## src/common/lcc_pkg.sv

```systemverilog
// Package for the link control register bank with its cycle timer.
// Assumes a single 100 MHz clock domain and an AHB-Lite register bus.
package lcc_pkg;
  localparam int unsigned ADDR_W            = 8;
  localparam logic [7:0]  OFS_SET           = 8'hE0;
  localparam logic [7:0]  OFS_CLR           = 8'hE4;
  localparam logic [7:0]  OFS_STATUS        = 8'hE8;     // Timer status view
  localparam logic [7:0]  OFS_CTX_FILTER    = 8'hEC;     // Per-context sync filter bits
  localparam int unsigned BIT_SRC_SEL       = 22;
  localparam int unsigned BIT_CYC_MASTER    = 21;
  localparam int unsigned BIT_CNT_EN        = 20;
  localparam int unsigned BIT_PHY_RX        = 10;
  localparam int unsigned BIT_SELFID_RX     = 9;
  localparam int unsigned BIT_FILTER_LOCK   = 6;
  localparam logic [31:0] FLAG_MASK         = 32'h0070_0640;
  localparam logic [31:0] FLAG_RESET        = 32'h0000_0000;
  localparam int unsigned CYCLE_TICKS       = 3072;      // Link clock periods per cycle
  localparam int unsigned LINK_FREQ_KHZ     = 24576;
  localparam int unsigned SYS_FREQ_KHZ      = 100000;
  localparam int unsigned OFS_W             = 12;
  localparam int unsigned SECS_W            = 13;        // Cycle count field width
  localparam logic [1:0]  HTRANS_NONSEQ     = 2'b10;
  // Phase accumulator step: link ticks per sys clock, scaled
  localparam logic [16:0] TICK_STEP         = 17'(LINK_FREQ_KHZ);
  localparam logic [16:0] TICK_MOD          = 17'(SYS_FREQ_KHZ);
  typedef enum logic [2:0] {
    ST_IDLE  = 3'b001,
    ST_WRITE = 3'b010,
    ST_READ  = 3'b100
  } lcc_bus_state_t;
endpackage

```

## src/common/lcc_flags_if.sv

```systemverilog
// Interface carrying flag state from the register file to the timer.
// Assumes both ends sit on the same clock.
interface lcc_flags_if;
  import lcc_pkg::*;
  logic              srcSel;
  logic              countEn;
  logic              masterEn;
  logic              rollover;
  logic              cycleStartTx;
  logic [OFS_W-1:0]  cycleOffset;
  logic [SECS_W-1:0] cycleCount;
  modport ctrl  (output srcSel, countEn, masterEn, input rollover, cycleStartTx, cycleOffset, cycleCount);
  modport timer (input srcSel, countEn, masterEn, output rollover, cycleStartTx, cycleOffset, cycleCount);
endinterface

```

## src/hw/lcc_cycle_timer.sv

```systemverilog
// Cycle offset counter paced by a 24.576 MHz tick enable.
// Assumes the tick enable and external cycle input are synchronous pulses.
module lcc_cycle_timer
  import lcc_pkg::*;
(
  input  wire logic   clk,
  input  wire logic   rstn,
  input  wire logic   linkTick,
  input  wire logic   externalCycleInput,
  input  wire logic   isRoot,
  input  wire logic   rxCycleStart,
  input  wire logic [OFS_W-1:0] rxCycleOffset,
  lcc_flags_if.timer  flags
);
  import lcc_pkg::*;

  localparam logic [OFS_W-1:0] LAST_OFS = OFS_W'(CYCLE_TICKS - 1);

  logic [OFS_W-1:0]  offset;
  logic [SECS_W-1:0] count;
  logic              roll;
  logic              startTx;

  // Rollover follows the chosen source
  wire internalRoll = flags.countEn && linkTick && (offset == LAST_OFS);
  wire externalRoll = flags.countEn && externalCycleInput;
  wire next_roll    = flags.srcSel ? externalRoll : internalRoll;

  // Offset counter; holds when disabled, resynchronises from received starts
  always_ff @(posedge clk) begin
    if (!rstn) begin
      offset  <= '0;
      count   <= '0;
      roll    <= 1'b0;
      startTx <= 1'b0;
    end else begin
      roll    <= next_roll;
      startTx <= next_roll && flags.masterEn && isRoot;
      if (!isRoot && rxCycleStart) begin
        offset <= rxCycleOffset;
      end else if (next_roll) begin
        offset <= '0;
        count  <= count + 1'b1;
      end else if (flags.countEn && linkTick && !flags.srcSel) begin
        offset <= offset + 1'b1;
      end else if (flags.countEn && linkTick && offset != LAST_OFS) begin
        offset <= offset + 1'b1;
      end
      // No branch advances with countEn low
    end
  end

  assign flags.rollover     = roll;
  assign flags.cycleStartTx = startTx;
  assign flags.cycleOffset  = offset;
  assign flags.cycleCount   = count;
endmodule

```

## src/hw/lcc_link_control.sv

```systemverilog
// Link control register bank with set/clear views and its cycle timer.
// Assumes one 100 MHz clock, AHB-Lite single word transfers, one slave.
//
// How it works
// - Set view and clear view of one register, both read current flags.
// - Reserved bits 31-23, 19-11, 8-7, 5-0 always read zero.
// - Source select set: timer rolls over on the external cycle input.
// - Source select clear: roll over after 3072 link clock periods.
// - Master flag set and root: send cycle start at each rollover.
// - Not root: accept received cycle starts to stay synchronised.
// - Overlong cycle event clears the cycle master flag.
// - Setting cycle master is ignored while overlong event stays set.
// - Count enable set: offset advances each link clock period, stopping at 3071 while source select is set.
// - Count enable clear: offset holds, except that a received cycle start loads it while not root.
// - PHY receive flag with request context on: PHY packets go there.
// - PHY receive flag never affects self-identification reception.
// - Self-ID receive flag set: self-identification packets are accepted.
// - Filter lock set forces every context's sync filter bit to one.
// - Filter lock clear leaves sync filter bits software writable.
//
// Local design decision: the AHB-Lite register port.
module lcc_link_control
  import lcc_pkg::*;
#(
  parameter int unsigned NUM_CTX = 4
) (
  input  wire logic                  clk,
  input  wire logic                  rstn,
  input  wire logic                  hsel,
  input  wire logic [ADDR_W-1:0]     haddr,
  input  wire logic [1:0]            htrans,
  input  wire logic                  hwrite,
  input  wire logic [2:0]            hsize,
  input  wire logic [31:0]           hwdata,
  input  wire logic                  hready,
  output logic      [31:0]           hrdata,
  output logic                       hreadyout,
  output logic                       hresp,
  input  wire logic                  externalCycleInput,
  input  wire logic                  isRoot,
  input  wire logic                  rxCycleStart,
  input  wire logic [OFS_W-1:0]      rxCycleOffset,
  input  wire logic                  overlongCycleEvent,
  input  wire logic                  rxPhyPacket,
  input  wire logic                  rxSelfIdPacket,
  input  wire logic                  requestContextEnable,
  output logic                       cycleStartTx,
  output logic                       phyPacketToContext,
  output logic                       selfIdAccept,
  output logic      [NUM_CTX-1:0]    perContextSyncFilter
);
  import lcc_pkg::*;

  initial begin
    if (NUM_CTX < 1 || NUM_CTX > 32) $error("NUM_CTX must be 1 to 32");
  end

  lcc_flags_if flagBus ();

  lcc_bus_state_t state;
  logic [ADDR_W-1:0]  addrQ;
  logic [31:0]        flags;
  logic [NUM_CTX-1:0] ctxFilter;
  logic [16:0]        tickAcc;
  logic               linkTick;
  logic               overlongPrev;
  logic [31:0]        rdata;
  logic               txQ;
  logic               phyQ;
  logic               selfIdQ;

  // Address phase decode
  wire addrPhase  = hsel && hready && htrans == HTRANS_NONSEQ;
  wire isWrite    = state == ST_WRITE;
  wire wrSet      = isWrite && addrQ == OFS_SET;
  wire wrClr      = isWrite && addrQ == OFS_CLR;
  wire wrCtx      = isWrite && addrQ == OFS_CTX_FILTER;
  wire overlongUp = overlongCycleEvent && !overlongPrev;

  // Flag update: clear, set, then hardware overrides
  wire [31:0] setBits   = wrSet ? (hwdata & FLAG_MASK) : 32'h0000_0000;
  wire [31:0] clrBits   = wrClr ? (hwdata & FLAG_MASK) : 32'h0000_0000;
  wire [31:0] clrEff    = clrBits & ~(32'h0000_0001 << BIT_FILTER_LOCK);
  wire [31:0] setEff    = overlongCycleEvent ? (setBits & ~(32'h0000_0001 << BIT_CYC_MASTER))
                                             : setBits;
  wire [31:0] afterSw   = ((flags & ~clrEff) | setEff) & FLAG_MASK;
  wire [31:0] next_flags = overlongUp ? (afterSw & ~(32'h0000_0001 << BIT_CYC_MASTER))
                                      : afterSw;

  // Per-context filter bits, forced while locked
  wire                lockOn        = flags[BIT_FILTER_LOCK];
  wire [NUM_CTX-1:0]  next_ctxFilter = lockOn ? {NUM_CTX{1'b1}}
                                     : (wrCtx ? hwdata[NUM_CTX-1:0] : ctxFilter);

  // Read mux; set and clear views return the same flags
  wire [31:0] statusWord = {7'h00, flagBus.cycleCount, flagBus.cycleOffset};
  wire [31:0] ctxWord    = 32'(ctxFilter);
  wire [31:0] next_rdata = (haddr == OFS_SET || haddr == OFS_CLR) ? flags
                         : (haddr == OFS_STATUS)     ? statusWord
                         : (haddr == OFS_CTX_FILTER) ? ctxWord
                         : 32'h0000_0000;

  // Link tick enable: 24.576 MHz average rate from the 100 MHz clock
  wire [16:0] accSum   = tickAcc + TICK_STEP;
  wire        accWrap  = accSum >= TICK_MOD;
  wire [16:0] next_acc = accWrap ? (accSum - TICK_MOD) : accSum;

  // Bus phase tracking; every transfer answers with zero wait states
  always_ff @(posedge clk) begin
    if (!rstn) begin
      state <= ST_IDLE;
      addrQ <= '0;
    end else if (addrPhase) begin
      state <= hwrite ? ST_WRITE : ST_READ;
      addrQ <= haddr;
    end else begin
      state <= ST_IDLE;
    end
  end

  // Read data captured in the address phase
  always_ff @(posedge clk) begin
    if (!rstn) begin
      rdata <= '0;
    end else if (addrPhase && !hwrite) begin
      rdata <= next_rdata;
    end
  end

  // Flag and filter storage
  always_ff @(posedge clk) begin
    if (!rstn) begin
      flags        <= FLAG_RESET;
      ctxFilter    <= '0;
      overlongPrev <= 1'b0;
    end else begin
      flags        <= next_flags;
      ctxFilter    <= next_ctxFilter;
      overlongPrev <= overlongCycleEvent;
    end
  end

  // Tick divider
  always_ff @(posedge clk) begin
    if (!rstn) begin
      tickAcc  <= '0;
      linkTick <= 1'b0;
    end else begin
      tickAcc  <= next_acc;
      linkTick <= accWrap;
    end
  end

  // Receive gating; PHY flag never touches self-ID path
  always_ff @(posedge clk) begin
    if (!rstn) begin
      txQ     <= 1'b0;
      phyQ    <= 1'b0;
      selfIdQ <= 1'b0;
    end else begin
      txQ     <= flagBus.cycleStartTx;
      phyQ    <= rxPhyPacket && flags[BIT_PHY_RX] && requestContextEnable;
      selfIdQ <= rxSelfIdPacket && flags[BIT_SELFID_RX];
    end
  end

  assign flagBus.srcSel   = flags[BIT_SRC_SEL];
  assign flagBus.countEn  = flags[BIT_CNT_EN];
  assign flagBus.masterEn = flags[BIT_CYC_MASTER];

  lcc_cycle_timer u_timer (
    .clk                (clk),
    .rstn               (rstn),
    .linkTick           (linkTick),
    .externalCycleInput (externalCycleInput),
    .isRoot             (isRoot),
    .rxCycleStart       (rxCycleStart),
    .rxCycleOffset      (rxCycleOffset),
    .flags              (flagBus)
  );

  assign hrdata               = rdata;
  assign hreadyout            = 1'b1;   // Constant: never stalls
  assign hresp                = 1'b0;
  assign cycleStartTx         = txQ;
  assign phyPacketToContext   = phyQ;
  assign selfIdAccept         = selfIdQ;
  assign perContextSyncFilter = ctxFilter;
endmodule

```

## config.mk

```make
export PLATFORM = sky130hd
export DESIGN_NAME = lcc_link_control
export DESIGN_NICKNAME = d
export VERILOG_FILES = /design/src/common/lcc_pkg.sv /design/src/common/lcc_flags_if.sv /design/src/hw/lcc_cycle_timer.sv /design/src/hw/lcc_link_control.sv
export SDC_FILE = /design/constraint.sdc
export NUM_CORES = 1
export LEC_CHECK = 0
export BUFFER_PORTS_ARGS = -buffer_cell sky130_fd_sc_hd__buf_2
export CAP_MARGIN = 20
export CORE_UTILIZATION = 40
export CTS_BUF_LIST = sky130_fd_sc_hd__clkbuf_2
export DETAILED_ROUTE_END_ITERATION = 7
export MAX_ROUTING_LAYER = met4
export PLACE_DENSITY = 0.66
export RECOVER_POWER = 25
export SLEW_MARGIN = 30
export SYNTH_ARGS = -nofsm -noshare
export SYNTH_HDL_FRONTEND = slang
export SYNTH_SLANG_ARGS = --single-unit
export TNS_END_PERCENT = 30
```

## constraint.sdc

```tcl
create_clock -name clk -period 1.9 [get_ports clk]
set_input_delay 0.095 -clock clk [delete_from_list [all_inputs] [get_ports clk]]
set_output_delay 0.095 -clock clk [all_outputs]
set_load 0.05 [all_outputs]
```

==> impl_metrics.env <==
export IMPL_insertedDiodeCount=0
export IMPL_critPathMaxFanout=5
export IMPL_clock_path_buffers=2
export IMPL_finalHoldViolCount=0
export IMPL_outcome="finished, final reports clean"
export IMPL_floorplan_die_height_um=104
export IMPL_async_flop_share_pct=0
export IMPL_rsz0062_at_grt="true"
export IMPL_fin_tns_setup_ns=0
export IMPL_layout_worst_path_cycle_share_pct=98.2
export IMPL_netSwitchingFraction_pct=32.1
export IMPL_detail_route_first_pass_iterations=6
export IMPL_detailed_place_hpwl_um=7440
export IMPL_synth_ff_type="sky130_fd_sc_hd__dfxtp_1"
export IMPL_synth_yosys_seq_area_share_pct=43.0
export IMPL_cts_sinks=89
export IMPL_routedWlPerCell_um=14.6
export IMPL_final_seq_area_um2=1800
export IMPL_timing_clock_skew_ns=0.0432
export IMPL_cpLargestDelayFamily="simple AND/OR/NAND/NOR gates"
export IMPL_worst_setup_path_end_kind="register"
export IMPL_combinationalPowerShare_pct=29.4
export IMPL_ant_nets=0
export IMPL_max_freq_ghz=0.536
export IMPL_first_global_vias=3724
export IMPL_cp_data_required_time_ns=2.39
export IMPL_timing_hold_worst_class="input port to register"
export IMPL_cts_root_buf="sky130_fd_sc_hd__clkbuf_2"
export IMPL_finalWorstPathRequiredPeriod_ns=1.87
export IMPL_cell_internal_power_uw=2970
export IMPL_fillers=885
export IMPL_p_switching_uw=1410
export IMPL_clock_power_share_pct=22.0
export IMPL_die_w_um=104
export IMPL_dpl_worst_slack_ns=-0.0103
export IMPL_setup_worst_path_start_class="register"
export IMPL_grt_pass1_wl_um=18100
export IMPL_tritoncts="built"
export IMPL_num_cts_buffers=9
export IMPL_report_final_slew_viol_count=0
export IMPL_drv_cap=0
export IMPL_synth_cells=469
export IMPL_antenna_found_initial=0
export IMPL_h_tree_depth=3
export IMPL_fp_dieArea_um2=10800
export IMPL_yosys_warnings=0
export IMPL_ioPinCount=110
export IMPL_drtIter0Drc=197
export IMPL_criticalPathCategory="register to register"
export IMPL_report_final_setup_viol=0
export IMPL_routed_wl_um=10900
export IMPL_route_detailed_drc=0
export IMPL_power_per_standard_cell_area_nw_per_um2=804
export IMPL_synth_cell_types=61
export IMPL_worst_path_buf_inv=2
export IMPL_finish_net_count=684
export IMPL_starting_density_pct=41.8
export IMPL_synth_largest_type_area_fraction_pct=43.0
export IMPL_synth_area_leaders="sky130_fd_sc_hd__dfxtp_1 43%, sky130_fd_sc_hd__a22oi_1 4.7%, sky130_fd_sc_hd__nor2_1 4.4%"
export IMPL_gr_usage_all_layers_pct=21.4
export IMPL_synth_seq_cells=89
export IMPL_mappedNetlistArea_um2=4140
export IMPL_clk_latency_ns=0.57
export IMPL_max_slew_worst_pin_slew_ns=0.604
export IMPL_grt_max_degree=66
export IMPL_placementRows=36
export IMPL_sequentialPowerShare_pct=48.6
export IMPL_setup_slack_ns=0.0342
export IMPL_area_growth_synth_to_final_pct=31.6
export IMPL_total_via_count_after_detailed_routing=3904
export IMPL_core_region_area_um2=9910
export IMPL_worst_path_max_delay_cell="sky130_fd_sc_hd__or4_1"
export IMPL_total_leakage_power_uw=0.00224
export IMPL_mean_syn_cell_area_um2=8.83
export IMPL_worstPathCellList="inv_4 -> ha_4 -> nand2b_4 -> a2111oi_4 -> o21a_1 -> buf_6 -> or4_1 -> and3_1"
export IMPL_timing_max_slew_rel_slack_pct=59.9
export IMPL_gp_routability_congestion=0.940
export IMPL_io_buffer_count=75
export IMPL_grt_ovfl_total=0
export IMPL_final_core_util_pct=55.0
export IMPL_vdd_drop_max_mv=0.467
export IMPL_clkTransAtPathRegs_ns=0.24
export IMPL_viasPerCell=5.23
export IMPL_multi_input_area_um2=2190
export IMPL_max_stage_delay_ns=0.48
export IMPL_synthTopCellsByCount="89 x sky130_fd_sc_hd__dfxtp_1, 48 x sky130_fd_sc_hd__nor2_1, 44 x sky130_fd_sc_hd__nand2_1"
export IMPL_top_count_cell_post_synth="sky130_fd_sc_hd__dfxtp_1"
export IMPL_synth_top_cell_by_area="sky130_fd_sc_hd__dfxtp_1"
export IMPL_drive_gt1_share_pct=26.4
export IMPL_post_synth_edffs=0
export IMPL_report_power_total_uw=4380
export IMPL_timing_critical_path_arrival_ns=2.36
[cell usage in the layout, fill, tap and decap left out, types with 4 or more instances in the layout]
| cell type | count |
|---|---|
| sky130_fd_sc_hd__dfxtp_1 | 78 |
| sky130_fd_sc_hd__buf_2 | 66 |
| sky130_fd_sc_hd__nor2_1 | 48 |
| sky130_fd_sc_hd__nand2_1 | 43 |
| sky130_fd_sc_hd__dlygate4sd3_1 | 41 |
| sky130_fd_sc_hd__buf_4 | 33 |
| sky130_fd_sc_hd__a21oi_1 | 31 |
| sky130_fd_sc_hd__a22oi_1 | 26 |
| sky130_fd_sc_hd__o21ai_0 | 20 |
| sky130_fd_sc_hd__xor2_1 | 14 |
| sky130_fd_sc_hd__inv_1 | 12 |
| sky130_fd_sc_hd__nand3_1 | 12 |
| sky130_fd_sc_hd__and3_1 | 12 |
| sky130_fd_sc_hd__clkbuf_1 | 11 |
| sky130_fd_sc_hd__clkbuf_2 | 10 |
| sky130_fd_sc_hd__conb_1 | 9 |
| sky130_fd_sc_hd__dfxtp_2 | 9 |
| sky130_fd_sc_hd__o21a_1 | 8 |
| sky130_fd_sc_hd__o31ai_1 | 7 |
| sky130_fd_sc_hd__mux2i_1 | 7 |
| sky130_fd_sc_hd__or4_1 | 5 |
| sky130_fd_sc_hd__nor3_1 | 5 |
| sky130_fd_sc_hd__nand4_1 | 5 |
| sky130_fd_sc_hd__o2111ai_1 | 5 |
| sky130_fd_sc_hd__or3_1 | 4 |
| sky130_fd_sc_hd__nand2b_1 | 4 |
| sky130_fd_sc_hd__and2_1 | 4 |
| sky130_fd_sc_hd__mux2_2 | 4 |
[final cells by class]
| class | count | area share (%) |
|---|---|---|
| Timing Repair Buffer | 156 | 20.3 |
| Tap cell | 133 | 3.05 |
| Multi-Input combinational cell | 336 | 40.2 |
| Sequential cell | 89 | 33.1 |
| Clock inverter | 6 | 1.22 |
| Inverter | 16 | 1.19 |
| Clock buffer | 10 | 0.919 |
[state kept, by name, indices dropped and copies added, names as in the netlist]
signal / flops
phyPacketToContext: 1
state: 3
flags: 6
addrQ: 8
linkTick: 1
perContextSyncFilter: 4
cycleStartTx: 1
overlongPrev: 1
u_timer.flags.cycleStartTx: 1
u_timer.flags.cycleOffset: 12
u_timer.flags.cycleCount: 13
tickAcc: 12
hrdata: 25
selfIdAccept: 1
[worst min-delay path, cell delays in order]
cell                       delay (ns)
sky130_fd_sc_hd__buf_2           0.09
sky130_fd_sc_hd__nand2b_1        0.14
sky130_fd_sc_hd__o211ai_1        0.15
sky130_fd_sc_hd__xor2_1          0.07
sky130_fd_sc_hd__nor2_1          0.07
[cell families after synthesis]
| group | count (synthesis) | synth area share (%) |
|---|---|---|
| and+or+nand+nor | 172 | 22.1 |
| AOI/OAI and AO/OA | 120 | 19.2 |
| DFF | 89 | 43.0 |
| buffers and inverters | 51 | 6.95 |
| xor gates and xnor gates | 17 | 3.60 |
| muxes | 11 | 2.78 |
| adders and majority gates | 7 | 2.12 |
| other | 2 | 0.181 |
[through the flow]
stage | hold WS (ns) | instances | area [um2]
after floorplan | 0.225 | 476 | 4170
after detailed placement | 0.319 | 688 | 4800
final | 0.0731 | 746 | 5450
after global placement | 0.316 | 688 | 4800
after global routing | 0.0690 | 746 | 5450
after CTS | 0.00110 | 745 | 5340
[worst paths after layout]
path / start / end / slack [ns] / cells past startpoint
setup reg to reg: tickAcc[6]$_SDFFE_PN0P_ / tickAcc[14]$_SDFF_PN0_ / 0.03 / 8
hold reg to reg: u_timer.flags.cycleStartTx$_SDFF_PN0_ / cycleStartTx$_SDFF_PN0_ / 0.45 / 1
hold / removal: rxCycleStart / u_timer.flags.cycleCount[2]$_SDFFE_PN0P_ / 0.07 / 5
setup / recovery: tickAcc[6]$_SDFFE_PN0P_ / tickAcc[14]$_SDFF_PN0_ / 0.03 / 8
[power groups by stage]
stage          clock [uW]  combinational (uW)  sequential, uW
2_1_floorplan           0                 604            2090
3_3_place_gp            0                 941            2090
3_5_place_dp            0                 973            2100
4_1_cts              1000                1050            2080
5_1_grt              1080                1430            2150
6_report              963                1290            2130
[metal layers]
| metal | vias to the layer above | track usage [%] | wire, um |
|---|---|---|---|
| li1 | 1940 | - | - |
| met1 | 1806 | 25.4 | 4730 |
| met2 | 142 | 35.9 | 5380 |
| met3 | 16 | 4.47 | 623 |
| met4 | 0 | 7.24 | 189 |
| met5 | - | - | 0 |
[timing repair]
item | 4_1_cts | 5_1_grt
pin swaps | 2 | 7
buffers inserted | 0 | 1
endpoints found under the setup margin | 5 | 15
hold buffers | 41 | 0
hold endpoints to repair | 46 | 0
resized for setup | 7 | 35
Power figures use the tool's default switching activity.
